$ cat src/core/ilb_pkg.sv
// Constants and types shared by the interval LED blinker
package ilb_pkg;

  // ----------------------------------------------------------------
  // Clocking
  // ----------------------------------------------------------------
  localparam int SYS_CLK_MHZ = 125;
  localparam int TMR_CLK_MHZ = 32;
  // Timer clock enable made by a phase accumulator: 32 steps out of 125
  localparam logic [7:0] PHASE_STEP = 8'(TMR_CLK_MHZ);
  localparam logic [7:0] PHASE_WRAP = 8'(SYS_CLK_MHZ);

  // ----------------------------------------------------------------
  // Timer reload settings (timer clock cycles minus one)
  // ----------------------------------------------------------------
  localparam int          TICK_PERIOD_US = 2000;
  localparam logic [15:0] RELOAD_0 = 16'(TICK_PERIOD_US * TMR_CLK_MHZ - 1);
  localparam logic [15:0] RELOAD_1 = 16'(32000 - 1);
  localparam logic [15:0] RELOAD_2 = 16'(16000 - 1);
  localparam logic [15:0] RELOAD_3 = 16'(8000 - 1);

  // ----------------------------------------------------------------
  // Tick tally and debounce
  // ----------------------------------------------------------------
  localparam logic [7:0] TALLY_LAST = 8'hf9;  // 250 ticks per LED half-period
  localparam int         DEBOUNCE_MS = 10;
  localparam logic [5:0] DEBOUNCE_0 = 6'(5 + 1);
  localparam logic [5:0] DEBOUNCE_1 = 6'(10 + 1);
  localparam logic [5:0] DEBOUNCE_2 = 6'(20 + 1);
  localparam logic [5:0] DEBOUNCE_3 = 6'(40 + 1);

  // ----------------------------------------------------------------
  // Switch event setup
  // ----------------------------------------------------------------
  localparam logic [1:0] EDGE_SEL_FALLING = 2'h1;
  localparam logic [1:0] EDGE_SEL         = EDGE_SEL_FALLING;
  localparam logic       EDGE_ENABLE      = 1'h1;
  localparam logic       TMR_OUT_ENABLE   = 1'h0;

  typedef logic [1:0] ilb_press_t;
  typedef enum logic [0:0] {SW_IDLE, SW_WAIT} ilb_sw_state_e;

  // Debounce wait in ticks for a press index
  function automatic logic [5:0] ilb_debounce_for(input ilb_press_t idx);
    unique case (idx)
      2'h0:    ilb_debounce_for = DEBOUNCE_0;
      2'h1:    ilb_debounce_for = DEBOUNCE_1;
      2'h2:    ilb_debounce_for = DEBOUNCE_2;
      default: ilb_debounce_for = DEBOUNCE_3;
    endcase
  endfunction

endpackage

$ cat src/core/ilb_blinker.sv
// Interval timer channel, LED toggle and debounced speed switch
`timescale 1ns/100ps

// Behaviour
// - Timer runs in interval mode; first tick comes 2 ms after counting starts.
// - Count ticks; at 250 invert the LED pin.
// - Presses step LED half-period 500, 250, 125, 62.5 ms, then wrap.
// - Reload for press index 0..3 is 64000-1, 32000-1, 16000-1, 8000-1.
// - At tally 250 copy the pending reload into the reload register.
// - Switch event fires only on a falling edge, edge code 01h, enabled.
// - Each accepted switch event advances press count and updates pending reload.
// - Timer channel output disabled; channel only makes its tick.
// - Debounce wait is 6, 11, 21 or 41 ticks for indices 0..3.
// - After an edge wait the index's tick count (~10 ms if the reload in force matches the press index), act only if switch still pressed.
module ilb_blinker
  import ilb_pkg::*;
#(
  parameter logic [15:0] RELOAD_0 = ilb_pkg::RELOAD_0,
  parameter logic [15:0] RELOAD_1 = ilb_pkg::RELOAD_1,
  parameter logic [15:0] RELOAD_2 = ilb_pkg::RELOAD_2,
  parameter logic [15:0] RELOAD_3 = ilb_pkg::RELOAD_3
)
(
  // Clock and reset
  input  wire logic              sys_clk,
  input  wire logic              rst_n,
  // Switch, active low when pressed
  input  wire logic              switch_input_pin_n,
  // LED and status
  output logic                   led_output_pin,
  output logic                   period_tick_event,
  output ilb_pkg::ilb_press_t    press_count
);
  import ilb_pkg::*;

  // ----------------------------------------------------------------
  // Signals
  // ----------------------------------------------------------------
  logic [7:0]     phase;
  logic [8:0]     phase_sum;
  logic           tclk_en;
  logic [15:0]    count;
  logic [15:0]    reload_value_register;
  logic [15:0]    pending_reload_value;
  logic           tick;
  logic [7:0]     tick_tally;
  logic           tally_wrap;
  logic           sw_prev;
  logic           switch_edge_event;
  ilb_sw_state_e  sw_state;
  logic [5:0]     deb_cnt;
  logic           deb_done;
  logic           still_pressed;

  // Reload value for a press index
  function automatic logic [15:0] reload_for(input ilb_press_t idx);
    unique case (idx)
      2'h0:    reload_for = RELOAD_0;
      2'h1:    reload_for = RELOAD_1;
      2'h2:    reload_for = RELOAD_2;
      default: reload_for = RELOAD_3;
    endcase
  endfunction

  // ----------------------------------------------------------------
  // Timer clock enable
  // ----------------------------------------------------------------
  // Accumulator keeps the 32 MHz timer rate exact on average; 125/32 is not whole
  assign phase_sum = {1'h0, phase} + {1'h0, PHASE_STEP};
  assign tclk_en   = phase_sum >= {1'h0, PHASE_WRAP};

  always_ff @(posedge sys_clk or negedge rst_n)
  begin
    if (!rst_n)
      phase <= 8'h00;
    else if (tclk_en)
      phase <= 8'(phase_sum - {1'h0, PHASE_WRAP});
    else
      phase <= phase_sum[7:0];
  end

  // ----------------------------------------------------------------
  // Interval counter
  // ----------------------------------------------------------------
  // Channel output stays disabled: the tick is internal only
  assign tick       = tclk_en && (count == 16'h0000) && !TMR_OUT_ENABLE;
  assign tally_wrap = tick && (tick_tally == TALLY_LAST);

  always_ff @(posedge sys_clk or negedge rst_n)
  begin
    if (!rst_n)
      count <= RELOAD_0;
    else if (tick)
      count <= tally_wrap ? pending_reload_value : reload_value_register;
    else if (tclk_en)
      count <= count - 16'h0001;
  end

  always_ff @(posedge sys_clk or negedge rst_n)
  begin
    if (!rst_n)
      reload_value_register <= RELOAD_0;
    else if (tally_wrap)
      reload_value_register <= pending_reload_value;
  end

  always_ff @(posedge sys_clk or negedge rst_n)
  begin
    if (!rst_n)
      period_tick_event <= 1'h0;
    else
      period_tick_event <= tick;
  end

  // ----------------------------------------------------------------
  // Tick tally and LED
  // ----------------------------------------------------------------
  always_ff @(posedge sys_clk or negedge rst_n)
  begin
    if (!rst_n)
      tick_tally <= 8'h00;
    else if (tally_wrap)
      tick_tally <= 8'h00;
    else if (tick)
      tick_tally <= tick_tally + 8'h01;
  end

  always_ff @(posedge sys_clk or negedge rst_n)
  begin
    if (!rst_n)
      led_output_pin <= 1'h0;
    else if (tally_wrap)
      led_output_pin <= ~led_output_pin;
  end

  // ----------------------------------------------------------------
  // Switch edge and debounce
  // ----------------------------------------------------------------
  always_ff @(posedge sys_clk or negedge rst_n)
  begin
    if (!rst_n)
      sw_prev <= 1'h1;
    else
      sw_prev <= switch_input_pin_n;
  end

  assign switch_edge_event = EDGE_ENABLE &&
    ((EDGE_SEL == EDGE_SEL_FALLING) ? (sw_prev && !switch_input_pin_n)
                                    : (!sw_prev && switch_input_pin_n));

  // Wait counts ticks, so it tracks the live tick period
  assign deb_done      = (sw_state == SW_WAIT) && tick && (deb_cnt == 6'h01);
  assign still_pressed = !switch_input_pin_n;

  always_ff @(posedge sys_clk or negedge rst_n)
  begin
    if (!rst_n)
    begin
      sw_state <= SW_IDLE;
      deb_cnt  <= 6'h00;
    end
    else
    begin
      unique case (sw_state)
        SW_IDLE:
          if (switch_edge_event)
          begin
            sw_state <= SW_WAIT;
            deb_cnt  <= ilb_debounce_for(press_count);
          end
        SW_WAIT:
          if (deb_done)
            sw_state <= SW_IDLE;
          else if (tick)
            deb_cnt <= deb_cnt - 6'h01;
      endcase
    end
  end

  // Edges that land during the wait are bounce and are dropped
  always_ff @(posedge sys_clk or negedge rst_n)
  begin
    if (!rst_n)
    begin
      press_count          <= 2'h0;
      pending_reload_value <= RELOAD_0;
    end
    else if (deb_done && still_pressed)
    begin
      press_count          <= press_count + 2'h1;
      pending_reload_value <= reload_for(2'(press_count + 2'h1));
    end
  end
endmodule

$ cat config.mk
export PLATFORM = sky130hd
export DESIGN_NAME = ilb_blinker
export DESIGN_NICKNAME = d
export VERILOG_FILES = /design/src/core/ilb_pkg.sv /design/src/core/ilb_blinker.sv
export SDC_FILE = /design/constraint.sdc
export NUM_CORES = 1
export LEC_CHECK = 0
export BUFFER_PORTS_ARGS = -buffer_cell sky130_fd_sc_hd__buf_2
export CAP_MARGIN = 20
export CORE_UTILIZATION = 30
export CTS_CLUSTER_SIZE = 30
export DETAILED_ROUTE_END_ITERATION = 8
export GPL_ROUTABILITY_DRIVEN = 0
export PLACE_DENSITY = 0.46
export SYNTH_ARGS = -nofsm -noshare
export SYNTH_HDL_FRONTEND = slang
export SYNTH_SLANG_ARGS = --single-unit
$ cat constraint.sdc
create_clock -name sys_clk -period 2.3 [get_ports sys_clk]
set_clock_uncertainty 0.05 [all_clocks]
set_input_delay 0.115 -clock sys_clk [delete_from_list [all_inputs] [get_ports sys_clk]]
set_output_delay 0.115 -clock sys_clk [all_outputs]
set_load 0.05 [all_outputs]
==> impl_metrics.ini <==
[status]
outcome = completed

[timing]
slew_violations = 0
max_freq_mhz = 466
fin_tns_setup_ns = 0
period_needed_ns = 2.15
report.final.hold_viol_count = 0
whs_ns = 0.293
setup_violations = 0
worst_pin_slew_ns = 0.635
min_period_over_period = 0.934
rsz0062_at_grt = false
maxSlewHeadroom = 0.577

[placement]
post-place-cells = 503
port_buffers = 6
hpwl_um = 5760

[worst_hold_path]
holdCritPathClass = in2async

[setup_path]
cp.arrival_ns = 2.29
cp_top_family = compound AO/OA/AOI/OAI gates
crit_fanout = 5
crit_required_ns = 2.44
path_cells = inv_1 -> ha_1 -> nand2b_2 -> o22a_1 -> a2111oi_4 -> o21ai_0
crit_path_top_delay_cell = a2111oi_4
crit_buf_inv = 1
slowest_delay_ns = 0.56
critPathLaunchType = flop
end_kind = flop
criticalPathCategory = reg2reg

[clocking]
path_clk_slew_ns = 0.05
ctsHtreeMaxLevel = 3
cts_sinks = 65
cts_root_buf = clkbuf_16
insertion_delay_ns = 0.33
cts_tree = yes
clock_path_buffers = 2
cts_buffers = 9

[synth]
netlist_instances = 342
yosys.area_share.xor_xnor = 0.0269
syn_nets = 362
synth-main-ff-cell = dfstp_2
synth_edf_count = 0
yosys_warnings = 0
synth_top_family_by_area = compound AO/OA/AOI/OAI gates
synthSimpleGateAreaFrac = 0.163
ys_seq_elements = 65
async_flop_share = 1.00
ys_types = 58
ys_seq_area_frac = 0.466
avgSynthCellArea_um2 = 10.5
netlist_area_mm2 = 0.00358
synthAdderAreaFrac = 0.0594
synth_compound_gate_area_share = 0.190
muxShareOfSynthArea = 0.0570

[route]
drt_wl_total_um = 8050
drtIter0Drc = 82
vias = 2672
ant_nets = 0
first_pass_iters = 4
avgViaCountPerCell = 5.11
drt-wirelength-per-cell_um = 15.4
drc_errors = 0

[floorplan]
die_x_um = 111
dieHeight_um = 111
rows = 39
initial_core_util = 0.311
coreArea_mm2 = 0.0115
dieArea_mm2 = 0.0124
io_pins = 7

[grt]
met2_usage = 0.209
grtUsageTotal = 0.144
antenna_found_initial = 0
gr-total-overflow = 0
grt_pass1_vias = 2627
use_met1 = 0.200
met3_usage = 0.0432
grt_pass1_wl_um = 13700
top_usage_layer = met2
grt_max_degree = 31

[flow_run]
maxCapViolCount = 0

[finish]
drive_above_1_share = 0.295
final_cell_count_no_fill = 523
layout_commonest_cell = dfstp_2
layout.nets = 395
num_antenna_cells = 0
area_delta_synth_final_pct = 21.0
fill_cells = 1166
final_cell_mix = dfstp_2, dfrtp_1, nand2_1

[power_and_ir_drop]
p_leak_uw = 0.00180
p_per_area_mw_per_mm2 = 749
ir_drop_mv = 0.503
## routing by layer
metal,share of wire,wire [µm]
met5,0,0
met2,0.44,3510
met1,0.53,4230
met3,0.028,224
met4,0.010,81
## path summary, 6_finish.rpt
check	endpoint	from	slack (ns)	cells past startpoint
max in group asynchronous	count[11]	rst_n	1.23	3
hold / removal	deb_cnt[4]	rst_n	0.29	2
hold reg to reg	pending_reload_value[15]	pending_reload_value[15]	0.41	2
min in group sys_clk	pending_reload_value[15]	pending_reload_value[15]	0.41	2
setup reg to reg	pending_reload_value[9]	phase[5]	0.15	6
setup / recovery	pending_reload_value[9]	phase[5]	0.15	6
## report_power, final
part           internal, µW  switching (µW)
registers              1270             119
logic                   171             280
clock network           926             478
total                  2370             877
## Yosys cell counts, types with 2 or more instances
cell	number	share of area
o211ai_1	11	0.023
or3_1	3	0.0052
nor2_1	23	0.024
nor3_1	12	0.017
a21oi_1	13	0.018
nor4_4	2	0.012
mux2i_1	8	0.022
o22a_1	6	0.015
nand3_1	3	0.0042
nand4_1	4	0.0070
o221ai_1	3	0.0073
o41ai_1	4	0.0098
a22oi_1	2	0.0042
nand2_1	29	0.030
dfrtp_1	32	0.22
dfstp_2	33	0.24
mux2_2	11	0.035
o2111ai_1	2	0.0049
nand3b_1	2	0.0042
o21ai_0	26	0.036
and2_1	2	0.0035
and3_1	3	0.0052
nand2b_1	11	0.019
xnor2_1	6	0.015
xor2_1	5	0.012
buf_2	5	0.0070
and4_1	2	0.0049
buf_6	2	0.0063
inv_1	16	0.017
clkbuf_1	3	0.0031
or2_2	2	0.0035
a32oi_1	4	0.0098
nor4_1	3	0.0052
buf_4	2	0.0042
a21o_1	2	0.0042
a211oi_1	7	0.015
ha_1	17	0.059
## flip-flops by register name, summed over array words and instances (netlist names)
signal and cells:
reload_value_register 16, count 16, sw_state 1, press_count 1, period_tick_event 1, sw_prev 1
deb_cnt 6, tick_tally 8, led_output_pin 1, phase 8, pending_reload_value 6
## stage by stage
step / instance area, µm² / power (µW) / util / worst slack [ns]
2_1_floorplan: 3580 / 1710 / - / 0.215
3_3_place_gp: 3930 / 1850 / 0.341 / 0.0669
3_5_place_dp: 3930 / 1850 / 0.341 / 0.0131
4_1_cts: 4260 / 3300 / 0.370 / 0.0342
5_1_grt: 4330 / 3440 / 0.376 / 0.000938
6_report: 4330 / 3240 / 0.376 / 0.152
## timing repair
action	in CTS	in global routing
endpoints found under the hold margin	10	0
setup endpoints to repair	4	34
setup buffers	0	2
hold buffers	2	0
gates resized for setup	1	11
pin swaps	0	1
## area by class of cell
type | instances | area, µm² | share of cell area
clock buffers | 14 | 274 | 0.0633
clock inverters | 2 | 35.0 | 0.00809
inverters | 17 | 63.8 | 0.0147
multi-input cells | 248 | 1830 | 0.421
flip-flops and latches | 65 | 1670 | 0.385
well taps | 143 | 179 | 0.0413
repair buffers | 34 | 287 | 0.0661
## kinds of logic after synthesis
| group | count (synthesis) |
|---|---|
| and+or+nand+nor | 107 |
| AOI/OAI and AO/OA | 94 |
| DFF | 65 |
| buffers and inverters | 29 |
| muxes | 19 |
| adders and majority gates | 17 |
| xor gates and xnor gates | 11 |
No activity file was read; power rests on OpenSTA's default activity.
